### config.mk
export PLATFORM = sky130hd
export DESIGN_NAME = evpa_top
export DESIGN_NICKNAME = d
export VERILOG_FILES = /design/src/pkg/evpa_pkg.sv /design/src/evpa_pick.sv /design/src/evpa_pri_mem.sv /design/src/evpa_top.sv
export SDC_FILE = /design/constraint.sdc
export NUM_CORES = 1
export LEC_CHECK = 0
export BUFFER_PORTS_ARGS = -buffer_cell sky130_fd_sc_hd__buf_2
export CAP_MARGIN = 0
export CORE_MARGIN = 5
export CORE_UTILIZATION = 56
export CTS_CLUSTER_DIAMETER = 120
export CTS_CLUSTER_SIZE = 25
export DETAILED_ROUTE_END_ITERATION = 8
export PLACE_DENSITY = 0.84
export SETUP_SLACK_MARGIN = 0.1
export SKIP_LAST_GASP = 1
export SLEW_MARGIN = 20
export SYNTH_ARGS = -nofsm -noshare
export SYNTH_HDL_FRONTEND = slang
export SYNTH_HIERARCHICAL = 1
export SYNTH_SLANG_ARGS = --single-unit
### constraint.sdc
create_clock -name clk_i -period 60.1 [get_ports clk_i]
set_clock_uncertainty 0.2 [all_clocks]
set_input_delay 6.01 -clock clk_i [delete_from_list [all_inputs] [get_ports clk_i]]
set_output_delay 6.01 -clock clk_i [all_outputs]
set_load 0.1 [all_outputs]
### src/pkg/evpa_pkg.sv
// exception arbiter constants: vectors, priorities, register map
// assumes a 32-bit AXI4-Lite register bus on a 25 MHz system clock
package evpa_pkg;
    localparam int NUM_IRQ     = 30;
    localparam int NUM_EXC     = 46;
    localparam int EXC_W       = 6;
    localparam int PRI_W       = 3;
    localparam int IRQ_VEC_BASE = 16;
    localparam logic [29:0] IRQ_RSVD_MASK = 30'h0E00_2200;
    localparam logic [5:0] EXC_RESET  = 6'h01;
    localparam logic [5:0] EXC_NMI    = 6'h02;
    localparam logic [5:0] EXC_HARD   = 6'h03;
    localparam logic [5:0] EXC_MEM    = 6'h04;
    localparam logic [5:0] EXC_BUS    = 6'h05;
    localparam logic [5:0] EXC_USAGE  = 6'h06;
    localparam logic [5:0] EXC_SVC    = 6'h0B;
    localparam logic [5:0] EXC_DBG    = 6'h0C;
    localparam logic [5:0] EXC_PNDREQ = 6'h0E;
    localparam logic [5:0] EXC_TICK   = 6'h0F;
    localparam logic [5:0] EXC_NONE   = 6'h00;
    // effective priority: 4-bit signed-style rank, fixed ones below 0..7
    localparam logic [3:0] RANK_RESET = 4'h0;
    localparam logic [3:0] RANK_NMI   = 4'h1;
    localparam logic [3:0] RANK_HARD  = 4'h2;
    localparam logic [3:0] RANK_PROG0 = 4'h3;
    localparam logic [3:0] RANK_IDLE  = 4'hF;
    localparam logic [2:0] PRI_RESET_VAL = 3'h0;
    localparam logic [31:0] VTOR_RESET = 32'h0000_0000;
    localparam logic [31:0] VTOR_MIN   = 32'h0000_0100;
    localparam logic [31:0] VTOR_MAX   = 32'h3FFF_FF00;
    localparam logic [31:0] VTOR_MASK  = 32'hFFFF_FF00;
    // handler class codes
    localparam logic [1:0] CLS_NONE  = 2'h0;
    localparam logic [1:0] CLS_ISR   = 2'h1;
    localparam logic [1:0] CLS_FAULT = 2'h2;
    localparam logic [1:0] CLS_SYS   = 2'h3;
    // register byte offsets
    localparam logic [7:0] OFF_VTOR    = 8'h00;
    localparam logic [7:0] OFF_SYSPRI  = 8'h04;
    localparam logic [7:0] OFF_PENDSET = 8'h08;
    localparam logic [7:0] OFF_STATUS  = 8'h0C;
    localparam logic [7:0] OFF_IRQPRI0 = 8'h10;
    localparam int         IRQPRI_REGS = 4;
    localparam int         PRI_PER_REG = 8;
    localparam int         PRI_STRIDE  = 4;
    localparam logic [1:0] RESP_OKAY   = 2'b00;
    localparam logic [1:0] RESP_SLVERR = 2'b10;
    typedef enum logic [2:0] {
        EVPA_IDLE   = 3'b001,
        EVPA_ENTRY  = 3'b010,
        EVPA_ACTIVE = 3'b100
    } evpa_state_t;
endpackage

### src/evpa_pick.sv
// combinational arbiter: most urgent pending exception
// ties go to the lower exception number by strict compare in order
`timescale 1ns/1ns
module evpa_pick (
    input  wire logic [evpa_pkg::NUM_EXC-1:0]   pend_i,
    input  wire logic [evpa_pkg::NUM_EXC*evpa_pkg::PRI_W-1:0] pri_i,
    output logic      [evpa_pkg::EXC_W-1:0]     win_o,
    output logic      [3:0]                     rank_o
);
    // fixed exceptions rank above any 3-bit field
    function automatic logic [3:0] rank_of(input int n,
                                           input logic [2:0] p);
        if (n == int'(evpa_pkg::EXC_RESET))
            return evpa_pkg::RANK_RESET;
        if (n == int'(evpa_pkg::EXC_NMI))
            return evpa_pkg::RANK_NMI;
        if (n == int'(evpa_pkg::EXC_HARD))
            return evpa_pkg::RANK_HARD;
        return evpa_pkg::RANK_PROG0 + {1'b0, p};
    endfunction

    always_comb
    begin
        logic [3:0] r;
        win_o  = evpa_pkg::EXC_NONE;
        rank_o = evpa_pkg::RANK_IDLE;
        r      = evpa_pkg::RANK_IDLE;
        for (int n = 1; n < evpa_pkg::NUM_EXC; n++)
        begin
            r = rank_of(n, pri_i[n*evpa_pkg::PRI_W +: evpa_pkg::PRI_W]);
            // strict less: equal rank keeps lower number
            if (pend_i[n] && r < rank_o)
            begin
                win_o  = n[evpa_pkg::EXC_W-1:0];
                rank_o = r;
            end
        end
    end
endmodule

### src/evpa_pri_mem.sv
// priority storage: one 3-bit field per exception number
// assumes writes are single-field; read data are registered
`timescale 1ns/1ns
module evpa_pri_mem (
    input  wire logic                        clk_i,
    input  wire logic                        srst_i,
    input  wire logic                        ce_i,
    input  wire logic                        wr_en_i,
    input  wire logic [evpa_pkg::EXC_W-1:0]  wr_idx_i,
    input  wire logic [evpa_pkg::PRI_W-1:0]  wr_pri_i,
    input  wire logic [evpa_pkg::EXC_W-1:0]  rd_idx_i,
    output logic      [evpa_pkg::PRI_W-1:0]  rd_pri_o,
    output logic [evpa_pkg::NUM_EXC*evpa_pkg::PRI_W-1:0] all_pri_o
);
    logic [evpa_pkg::PRI_W-1:0] mem_reg [evpa_pkg::NUM_EXC];

    // every field clears to zero at reset
    genvar g;
    generate
        for (g = 0; g < evpa_pkg::NUM_EXC; g++)
        begin : g_fld
            always_ff @(posedge clk_i)
            begin
                if (srst_i)
                    mem_reg[g] <= evpa_pkg::PRI_RESET_VAL;
                else if (ce_i && wr_en_i && wr_idx_i == g)
                    mem_reg[g] <= wr_pri_i;
            end
            assign all_pri_o[g*evpa_pkg::PRI_W +: evpa_pkg::PRI_W] =
                mem_reg[g];
        end
    endgenerate

    // registered read port
    always_ff @(posedge clk_i)
    begin
        if (srst_i)
            rd_pri_o <= evpa_pkg::PRI_RESET_VAL;
        else if (ce_i)
            rd_pri_o <= (int'(rd_idx_i) < evpa_pkg::NUM_EXC) ?
                mem_reg[rd_idx_i] : evpa_pkg::PRI_RESET_VAL;
    end
endmodule

### src/evpa_top.sv
// exception vector priority arbiter with AXI4-Lite registers
// assumes the core acks entry and signals handler completion
//
// Local design decisions: the placing of the registers and the AXI4-Lite interface to the registers.
`timescale 1ns/1ns

// Summary of operation
// - irq n is vector n+16, offset 4n+64
// - programmable priorities reset to zero
// - peripheral interrupts classed as service routines
// - hard, mem, usage, bus are faults
// - nmi, pend request, svc, tick system
// - word 0 stack pointer, others handlers
// - table base zero after reset
// - privileged relocation within allowed base range
// - smaller value is more urgent
// - values 0 to 7, fixed ones outrank
// - ties go to lowest exception number
// - preempt only for strictly more urgent
// - equal priority stays pending, no preempt
// - pend request 14, tick 15, irqs from 16
// - reset -3, nmi -2, hard -1, unmaskable
// - inactive, pending, active, active and pending
// - take pending if idle or outranking
module evpa_top (
    input  wire logic        clk_i,
    input  wire logic        srst_i,
    input  wire logic        ce_i,
    input  wire logic [29:0] peripheral_interrupt_line_i,
    input  wire logic        nmi_i,
    input  wire logic        hard_fault_i,
    input  wire logic        mem_fault_i,
    input  wire logic        bus_fault_i,
    input  wire logic        usage_fault_i,
    input  wire logic        svc_i,
    input  wire logic        systick_i,
    input  wire logic        entry_ack_i,
    input  wire logic        handler_done_i,
    output logic             entry_req_o,
    output logic [5:0]       entry_vec_o,
    output logic [31:0]      entry_addr_o,
    output logic [31:0]      sp_addr_o,
    output logic [1:0]       handler_class_o,
    output logic [5:0]       active_vec_o,
    input  wire logic [7:0]  s_axi_awaddr,
    input  wire logic [2:0]  s_axi_awprot,
    input  wire logic        s_axi_awvalid,
    output logic             s_axi_awready,
    input  wire logic [31:0] s_axi_wdata,
    input  wire logic [3:0]  s_axi_wstrb,
    input  wire logic        s_axi_wvalid,
    output logic             s_axi_wready,
    output logic [1:0]       s_axi_bresp,
    output logic             s_axi_bvalid,
    input  wire logic        s_axi_bready,
    input  wire logic [7:0]  s_axi_araddr,
    input  wire logic [2:0]  s_axi_arprot,
    input  wire logic        s_axi_arvalid,
    output logic             s_axi_arready,
    output logic [31:0]      s_axi_rdata,
    output logic [1:0]       s_axi_rresp,
    output logic             s_axi_rvalid,
    input  wire logic        s_axi_rready
);
    localparam int NE = evpa_pkg::NUM_EXC;
    localparam int PW = evpa_pkg::PRI_W;

    evpa_pkg::evpa_state_t state_reg;
    logic [NE-1:0]  pend_reg;
    logic [NE-1:0]  act_reg;
    logic [NE-1:0]  src_raise;
    logic [31:0]    vector_base_offset_reg;
    logic [3:0]     run_rank_reg;
    logic [5:0]     win;
    logic [3:0]     win_rank;
    logic [NE*PW-1:0] all_pri;
    logic [2:0]     rd_pri;
    logic           take;

    // classify an exception number into its handler class
    function automatic logic [1:0] class_of(input logic [5:0] v);
        if (v >= evpa_pkg::EXC_HARD && v <= evpa_pkg::EXC_USAGE)
            return evpa_pkg::CLS_FAULT;
        if (v >= 6'(evpa_pkg::IRQ_VEC_BASE))
            return evpa_pkg::CLS_ISR;
        if (v == evpa_pkg::EXC_NONE || v == evpa_pkg::EXC_RESET)
            return evpa_pkg::CLS_NONE;
        return evpa_pkg::CLS_SYS;
    endfunction

    // ---- register bus: write side holds address and data separately
    logic        aw_hold_reg;
    logic        w_hold_reg;
    logic [7:0]  aw_addr_reg;
    logic        aw_priv_reg;
    logic [31:0] w_data_reg;
    logic [3:0]  w_strb_reg;
    logic        wr_go;
    logic        pend_req_set;
    logic        pri_we;
    logic [5:0]  pri_widx;
    logic [2:0]  pri_wval;
    logic        wr_ok;

    assign wr_go = aw_hold_reg && w_hold_reg && !s_axi_bvalid;

    // accept each write channel on its own; one write in flight
    always_ff @(posedge clk_i)
    begin
        if (srst_i)
        begin
            aw_hold_reg   <= 1'b0;
            w_hold_reg    <= 1'b0;
            aw_addr_reg   <= 8'h00;
            aw_priv_reg   <= 1'b0;
            w_data_reg    <= 32'h0000_0000;
            w_strb_reg    <= 4'h0;
            s_axi_awready <= 1'b0;
            s_axi_wready  <= 1'b0;
            s_axi_bvalid  <= 1'b0;
            s_axi_bresp   <= evpa_pkg::RESP_OKAY;
        end
        else if (ce_i)
        begin
            s_axi_awready <= !aw_hold_reg && !s_axi_awready;
            s_axi_wready  <= !w_hold_reg && !s_axi_wready;
            if (s_axi_awvalid && s_axi_awready)
            begin
                aw_hold_reg <= 1'b1;
                aw_addr_reg <= s_axi_awaddr;
                aw_priv_reg <= s_axi_awprot[0];
                s_axi_awready <= 1'b0;
            end
            if (s_axi_wvalid && s_axi_wready)
            begin
                w_hold_reg <= 1'b1;
                w_data_reg <= s_axi_wdata;
                w_strb_reg <= s_axi_wstrb;
                s_axi_wready <= 1'b0;
            end
            if (wr_go)
            begin
                aw_hold_reg  <= 1'b0;
                w_hold_reg   <= 1'b0;
                s_axi_bvalid <= 1'b1;
                s_axi_bresp  <= wr_ok ? evpa_pkg::RESP_OKAY
                                      : evpa_pkg::RESP_SLVERR;
            end
            else if (s_axi_bvalid && s_axi_bready)
                s_axi_bvalid <= 1'b0;
        end
    end

    // decode the held write into one effect
    always_comb
    begin
        wr_ok        = 1'b0;
        pend_req_set = 1'b0;
        if (wr_go)
        begin
            if (aw_addr_reg == evpa_pkg::OFF_VTOR)
                wr_ok = aw_priv_reg;
            else if (aw_addr_reg == evpa_pkg::OFF_SYSPRI)
                wr_ok = 1'b1;
            else if (aw_addr_reg == evpa_pkg::OFF_PENDSET)
            begin
                wr_ok        = 1'b1;
                pend_req_set = w_strb_reg[0] && w_data_reg[0];
            end
            else if (aw_addr_reg >= evpa_pkg::OFF_IRQPRI0 &&
                     aw_addr_reg < evpa_pkg::OFF_IRQPRI0 +
                     8'(evpa_pkg::IRQPRI_REGS * 4))
                wr_ok = 1'b1;
        end
    end

    // one priority field per write: lowest lane with a set strobe
    always_comb
    begin
        logic [5:0] base;
        base = 6'(((aw_addr_reg - evpa_pkg::OFF_IRQPRI0) >> 2) *
                  evpa_pkg::PRI_PER_REG) + 6'(evpa_pkg::IRQ_VEC_BASE);
        pri_we   = 1'b0;
        pri_widx = evpa_pkg::EXC_NONE;
        pri_wval = w_data_reg[PW-1:0];
        if (aw_addr_reg == evpa_pkg::OFF_SYSPRI)
            base = evpa_pkg::EXC_MEM;
        for (int k = evpa_pkg::PRI_PER_REG - 1; k >= 0; k--)
        begin
            if (wr_ok && w_strb_reg[k/2] &&
                (aw_addr_reg == evpa_pkg::OFF_SYSPRI ||
                 aw_addr_reg >= evpa_pkg::OFF_IRQPRI0))
            begin
                pri_we   = 1'b1;
                pri_widx = base + 6'(k);
                pri_wval = w_data_reg[k*evpa_pkg::PRI_STRIDE +: PW];
            end
        end
    end

    // vector base: zero after reset, aligned, bounded
    always_ff @(posedge clk_i)
    begin
        if (srst_i)
            vector_base_offset_reg <= evpa_pkg::VTOR_RESET;
        else if (ce_i && wr_ok && aw_addr_reg == evpa_pkg::OFF_VTOR &&
                 (w_data_reg & evpa_pkg::VTOR_MASK) >= evpa_pkg::VTOR_MIN &&
                 (w_data_reg & evpa_pkg::VTOR_MASK) <= evpa_pkg::VTOR_MAX)
            // low byte forced clear, out-of-range base ignored
            vector_base_offset_reg <= w_data_reg & evpa_pkg::VTOR_MASK;
    end

    // ---- read side: registered answer one cycle after address
    always_ff @(posedge clk_i)
    begin
        if (srst_i)
        begin
            s_axi_arready <= 1'b0;
            s_axi_rvalid  <= 1'b0;
            s_axi_rdata   <= 32'h0000_0000;
            s_axi_rresp   <= evpa_pkg::RESP_OKAY;
        end
        else if (ce_i)
        begin
            s_axi_arready <= !s_axi_rvalid && !s_axi_arready;
            if (s_axi_arvalid && s_axi_arready)
            begin
                s_axi_arready <= 1'b0;
                s_axi_rvalid  <= 1'b1;
                s_axi_rresp   <= evpa_pkg::RESP_OKAY;
                case (s_axi_araddr)
                    evpa_pkg::OFF_VTOR:
                        s_axi_rdata <= vector_base_offset_reg;
                    evpa_pkg::OFF_STATUS:
                        // winner's stored priority, one cycle late
                        s_axi_rdata <= {9'h000, rd_pri,
                                        2'(state_reg[2:1]),
                                        handler_class_o, run_rank_reg,
                                        win, active_vec_o};
                    evpa_pkg::OFF_PENDSET:
                        s_axi_rdata <= {31'h0000_0000,
                                        pend_reg[evpa_pkg::EXC_PNDREQ]};
                    default:
                    begin
                        s_axi_rdata <= 32'h0000_0000;
                        if (s_axi_araddr != evpa_pkg::OFF_SYSPRI &&
                            !(s_axi_araddr >= evpa_pkg::OFF_IRQPRI0 &&
                              s_axi_araddr < evpa_pkg::OFF_IRQPRI0 +
                              8'(evpa_pkg::IRQPRI_REGS * 4)))
                            s_axi_rresp <= evpa_pkg::RESP_SLVERR;
                    end
                endcase
            end
            else if (s_axi_rvalid && s_axi_rready)
                s_axi_rvalid <= 1'b0;
        end
    end

    evpa_pri_mem u_pri (
        .clk_i     (clk_i),
        .srst_i    (srst_i),
        .ce_i      (ce_i),
        .wr_en_i   (pri_we),
        .wr_idx_i  (pri_widx),
        .wr_pri_i  (pri_wval),
        .rd_idx_i  (win),
        .rd_pri_o  (rd_pri),
        .all_pri_o (all_pri)
    );

    // ---- sources onto exception numbers
    always_comb
    begin
        src_raise = '0;
        src_raise[evpa_pkg::EXC_NMI]    = nmi_i;
        src_raise[evpa_pkg::EXC_HARD]   = hard_fault_i;
        src_raise[evpa_pkg::EXC_MEM]    = mem_fault_i;
        src_raise[evpa_pkg::EXC_BUS]    = bus_fault_i;
        src_raise[evpa_pkg::EXC_USAGE]  = usage_fault_i;
        src_raise[evpa_pkg::EXC_SVC]    = svc_i;
        src_raise[evpa_pkg::EXC_PNDREQ] = pend_req_set;
        src_raise[evpa_pkg::EXC_TICK]   = systick_i;
        // reserved lines masked off
        src_raise[NE-1:evpa_pkg::IRQ_VEC_BASE] =
            peripheral_interrupt_line_i &
            ~evpa_pkg::IRQ_RSVD_MASK;
    end

    evpa_pick u_pick (
        .pend_i (pend_reg),
        .pri_i  (all_pri),
        .win_o  (win),
        .rank_o (win_rank)
    );

    // strictly more urgent than the running one, or nothing running
    assign take = state_reg == evpa_pkg::EVPA_IDLE ? |pend_reg :
                  (state_reg == evpa_pkg::EVPA_ACTIVE &&
                   win_rank < run_rank_reg);

    // pending bits: a new raise wins over the entry clear
    always_ff @(posedge clk_i)
    begin
        if (srst_i)
            pend_reg <= '0;
        else if (ce_i)
            pend_reg <= (pend_reg &
                ~((state_reg == evpa_pkg::EVPA_ENTRY && entry_ack_i) ?
                  (NE'(1) << entry_vec_o) : '0)) |
                src_raise;
    end

    // entry handshake and running rank; one done ends all nested handlers at once
    always_ff @(posedge clk_i)
    begin
        if (srst_i)
        begin
            state_reg       <= evpa_pkg::EVPA_IDLE;
            act_reg         <= '0;
            run_rank_reg    <= evpa_pkg::RANK_IDLE;
            entry_req_o     <= 1'b0;
            entry_vec_o     <= evpa_pkg::EXC_NONE;
            entry_addr_o    <= evpa_pkg::VTOR_RESET;
            active_vec_o    <= evpa_pkg::EXC_NONE;
            handler_class_o <= evpa_pkg::CLS_NONE;
        end
        else if (ce_i)
        begin
            case (state_reg)
                evpa_pkg::EVPA_IDLE, evpa_pkg::EVPA_ACTIVE:
                begin
                    if (handler_done_i &&
                        state_reg == evpa_pkg::EVPA_ACTIVE)
                    begin
                        act_reg         <= '0;
                        run_rank_reg    <= evpa_pkg::RANK_IDLE;
                        active_vec_o    <= evpa_pkg::EXC_NONE;
                        handler_class_o <= evpa_pkg::CLS_NONE;
                        state_reg       <= evpa_pkg::EVPA_IDLE;
                    end
                    else if (take)
                    begin
                        entry_req_o  <= 1'b1;
                        entry_vec_o  <= win;
                        // handler word at base plus four times vector
                        entry_addr_o <= vector_base_offset_reg +
                                        {24'h00_0000, win, 2'b00};
                        state_reg    <= evpa_pkg::EVPA_ENTRY;
                    end
                end
                evpa_pkg::EVPA_ENTRY:
                begin
                    if (entry_ack_i)
                    begin
                        entry_req_o     <= 1'b0;
                        act_reg         <= act_reg |
                                           (NE'(1) << entry_vec_o);
                        active_vec_o    <= entry_vec_o;
                        run_rank_reg    <= win_rank;
                        handler_class_o <= class_of(entry_vec_o);
                        state_reg       <= evpa_pkg::EVPA_ACTIVE;
                    end
                end
                default:
                    state_reg <= evpa_pkg::EVPA_IDLE;
            endcase
        end
    end

    // stack pointer word is always the first table word
    always_ff @(posedge clk_i)
    begin
        if (srst_i)
            sp_addr_o <= evpa_pkg::VTOR_RESET;
        else if (ce_i)
            sp_addr_o <= vector_base_offset_reg;
    end

    AST_BASE_RESET: assert property (@(posedge clk_i)
        $fell(srst_i) |-> vector_base_offset_reg == 32'h0000_0000)
        else $error("base not zero after reset");
    AST_BASE_ALIGN: assert property (@(posedge clk_i) disable iff (srst_i)
        vector_base_offset_reg[7:0] == 8'h00)
        else $error("base not aligned");
    AST_ADDR_CALC: assert property (@(posedge clk_i) disable iff (srst_i)
        entry_req_o |-> entry_addr_o ==
            vector_base_offset_reg + {24'h00_0000, entry_vec_o, 2'b00})
        else $error("bad handler address");
    AST_NO_RSVD: assert property (@(posedge clk_i) disable iff (srst_i)
        entry_req_o |-> !(entry_vec_o == 6'd25 || entry_vec_o == 6'd29 ||
                          (entry_vec_o >= 6'd41 && entry_vec_o <= 6'd43)))
        else $error("reserved line taken");
    AST_NMI_FIRST: assert property (@(posedge clk_i) disable iff (srst_i)
        (state_reg == evpa_pkg::EVPA_IDLE && pend_reg[2] && !pend_reg[1])
        |=> entry_vec_o == 6'd2)
        else $error("nmi not chosen first");
    AST_NO_EQ_PREEMPT: assert property (@(posedge clk_i)
        disable iff (srst_i)
        (state_reg == evpa_pkg::EVPA_ACTIVE && win_rank >= run_rank_reg &&
         !handler_done_i) |=> state_reg != evpa_pkg::EVPA_ENTRY)
        else $error("preempted without higher rank");
    AST_PREEMPT: assert property (@(posedge clk_i) disable iff (srst_i)
        (ce_i && state_reg == evpa_pkg::EVPA_ACTIVE &&
         win_rank < run_rank_reg && !handler_done_i) |=> entry_req_o)
        else $error("missed preemption");
    AST_ISR_CLASS: assert property (@(posedge clk_i) disable iff (srst_i)
        (active_vec_o >= 6'd16) |-> handler_class_o == 2'h1)
        else $error("isr misclassified");
    AST_FAULT_CLASS: assert property (@(posedge clk_i) disable iff (srst_i)
        (active_vec_o >= 6'd3 && active_vec_o <= 6'd6)
        |-> handler_class_o == 2'h2)
        else $error("fault misclassified");
    AST_PEND_KEEP: assert property (@(posedge clk_i) disable iff (srst_i)
        (ce_i && src_raise[20]) |=> pend_reg[20])
        else $error("raise lost");
endmodule

==> impl_metrics.ini <==
[outcome]
status = finished, final reports clean

[critical_path]
crit_fanout = 12
setup.worst_path.start = u_pri/mem_reg[4][0]$_SDFFCE_PN0P_
cp_data_required_time_ps = 60300
cp.arrival_ps = 57450
start_kind = flip-flop
r2r-end = entry_addr_o[31]$_SDFFE_PP0P_
r2r_start = u_pri/mem_reg[4][0]$_SDFFCE_PN0P_
cpPeakStageDelay_ps = 590
endpoint = entry_addr_o[31]$_SDFFE_PP0P_
path_common_cell = ha_1
r2r_cells = 291
worst-setup-path-type = reg2reg
endpoint_kind = flip-flop
cp_slowest_cell = or4b_4
r2r_setup_slack_ps = 2850

[clock_network]
clkTransAtPathRegs_ps = 100
clkLatencyLatePin_ps = 540
htree_levels = 1
cts_tree = done
ctsHoldBuffers = 0
clkSinkCount = 362
numCtsBuffers = 18
cts_buffer_depth = 3
cts_root_buffer = clkbuf_16

[floorplanning]
core_area_um2 = 45480
rows = 78
io_pins = 225
die_w_um = 224.8
dieArea_um2 = 50550
fp.dieH_um = 224.8
initial_core_util = 0.5683

[routing]
via_count = 25729
drc_errors = 0
post_drt_wl_per_cell_um = 21.19
vias_per_cell = 6.370
routed_wl_um = 85580
drt-initial-drc-count = 3423
drtAntennaViolNets = 0
first_pass_iters = 9

[global_routing]
grt-ovfl-total = 0
grt_pass1_wl_um = 128700
grt_pass1_vias = 23409
grt_usage = 0.3132
grt_max_degree = 93
antenna_found_initial = 5

[yosys]
synth-seq-cells = 362
synthCells = 3115
synth-compound-area-share = 0.2397
seq_area_frac_synth = 0.3338
synthXorXnorAreaFrac = 0.02338
postSynth.asyncResetShare = 0
synth_adder_area_share = 0.04802
synth_edf_count = 138
synthSimpleGateAreaFrac = 0.2175
netlist_area_um2 = 25840
syn_avg_cell_area_um2 = 8.297
synth_top_family_by_area = compound AO/OA/AOI/OAI gates
yosysWarnings = 6
ys_types = 130
ys_dominant_reg_cell = dfxtp_1
synthMuxAreaShare = 0.08646

[power]
ir_drop_uv = 38.70
p_leak_nw = 12.12
p_per_area_nw_per_um2 = 46.22
p_switching_w = 0.0006245
seqPwrFrac = 0.207
p_clk_frac = 0.100
p_int_w = 0.0007513
combPwrFrac = 0.694
swShare = 0.4539

[timing]
period_needed_ps = 57250
min_period_over_period = 0.9527
fin_tns_setup_ps = 0
hold-worst-slack_ps = 258.7
hold_viol = 0
fin_ws_ps = 2845
finalSetupViolations = 0
slew_headroom = 0.2595
fmax_mhz = 17.47
worst_pin_slew_ps = 1102
slew_violations = 0

[cells_and_area]
largest_reg_flops = 138
fin_nets = 3625
fin_cells = 4039
drive_gt1_frac = 0.1917
area_growth_pct = 15.17

[placement]
placed_cells = 3972
pre_cts_slack_ps = -65.48
hpwlAfterDp_um = 65330
port_buffers = 197
globalplace.congestion = 1.047

[worst_hold_path]
hp-class = reg2reg

[run]
drv_cap = 0
-- kinds of logic after synthesis --
group | Yosys count
AND/OR/NAND/NOR | 1195
AO/OA/AOI/OAI | 909
flip-flops | 362
buffers and inverters | 299
multiplexers | 179
adder cells (fa/ha/maj) | 101
XOR/XNOR | 69
other | 1
-- cells in the final DEF, fill, tap and decap left out, types with 88 or more instances in the layout --
| cell | instances |
|---|---|
| a21oi_1 | 204 |
| buf_2 | 195 |
| buf_4 | 205 |
| dfxtp_1 | 224 |
| edfxtp_1 | 138 |
| ha_1 | 88 |
| inv_1 | 163 |
| mux2i_1 | 118 |
| nand2_1 | 346 |
| nor2_1 | 393 |
| o21ai_0 | 159 |
-- worst min path at each step --
| stage | from | end | slack, ps | cells past startpoint |
|---|---|---|---|---|
| 2_1_floorplan | pend_reg[8]$_SDFFE_PP0P_ | pend_reg[8]$_SDFFE_PP0P_ | 230 | 2 |
| 3_3_place_gp | s_axi_rdata[8]$_SDFFE_PP0P_ | s_axi_rdata[8]$_SDFFE_PP0P_ | 230 | 2 |
| 3_5_place_dp | s_axi_rdata[8]$_SDFFE_PP0P_ | s_axi_rdata[8]$_SDFFE_PP0P_ | 240 | 2 |
| 4_1_cts | s_axi_rdata[4]$_SDFFE_PP0P_ | s_axi_rdata[4]$_SDFFE_PP0P_ | 260 | 2 |
| 5_1_grt | s_axi_rdata[4]$_SDFFE_PP0P_ | s_axi_rdata[4]$_SDFFE_PP0P_ | 270 | 2 |
| 6_report | s_axi_rdata[4]$_SDFFE_PP0P_ | s_axi_rdata[4]$_SDFFE_PP0P_ | 260 | 2 |
-- stage by stage --
| step | total power [W] | util | cell area (um^2) |
|---|---|---|---|
| after detailed placement | 0.001177 | 0.6244 | 28390 |
| final | 0.001376 | 0.6545 | 29770 |
| after floorplan | 0.0008715 | - | 25910 |
| after global routing | 0.001445 | 0.6545 | 29770 |
| after global placement | 0.001164 | 0.6244 | 28390 |
| after CTS | 0.001315 | 0.6363 | 28940 |
-- power by group through the flow --
stage / Combinational [W] / Clock (W) / Sequential [W]
after global placement: 0.000875 / 0 / 0.000289
after CTS: 0.000895 / 0.000137 / 0.000283
final: 0.000955 / 0.000137 / 0.000284
after global routing: 0.00101 / 0.000146 / 0.000285
after floorplan: 0.000579 / 0 / 0.000292
after detailed placement: 0.000888 / 0 / 0.000289
-- cell usage after synthesis (58+ instances only) --
| library cell | number | area [um^2] |
|---|---|---|
| dfxtp_1 | 224 | 4484 |
| nand3_1 | 67 | 335.3 |
| nand2b_1 | 89 | 556.8 |
| a21oi_1 | 226 | 1131 |
| edfxtp_1 | 138 | 4144 |
| a21o_1 | 69 | 518.0 |
| mux2i_1 | 119 | 1191 |
| clkbuf_1 | 85 | 319.1 |
| nand2_1 | 348 | 1306 |
| ha_1 | 92 | 1151 |
| inv_1 | 164 | 615.6 |
| o21a_1 | 58 | 435.4 |
| nor2_1 | 399 | 1498 |
| o21ai_0 | 171 | 855.8 |
-- metal layers --
metal,up-vias,routed length [um],share of wire,global-route usage
met5,-,21,0.00025,0
met4,4,5106,0.060,0.1550
met3,255,8960,0.10,0.05599
met2,1419,38430,0.45,0.4936
met1,12084,33060,0.39,0.4165
li1,11967,-,-,-
-- repair_timing --
action,4_1_cts,5_1_grt
gates cloned,0,2
resized for setup,9,107
endpoints found under the setup margin,36,46
setup buffers,0,34
pin swaps,0,26
-- critical path, delay by kind of cell (launching register included) --
family                     cells  cell delay, ps
buffers and inverters         12            1770
and+or+nand+nor               95           14200
DFF                            1             440
adders and majority gates     43           11990
muxes                         22            7430
AOI/OAI and AO/OA            119           21050
-- area by class of cell --
class / instances / area (um^2)
sequential: 362 / 8628
antenna: 2 / 5.005
multi-input combinational: 2472 / 16560
clock inverter: 2 / 32.53
fill: 3713 / 15710
clock buffer: 27 / 484.2
timing repair buffer: 408 / 2679
tap: 600 / 750.7
inverter: 166 / 623.1
No activity file was read; power rests on OpenSTA's default activity.
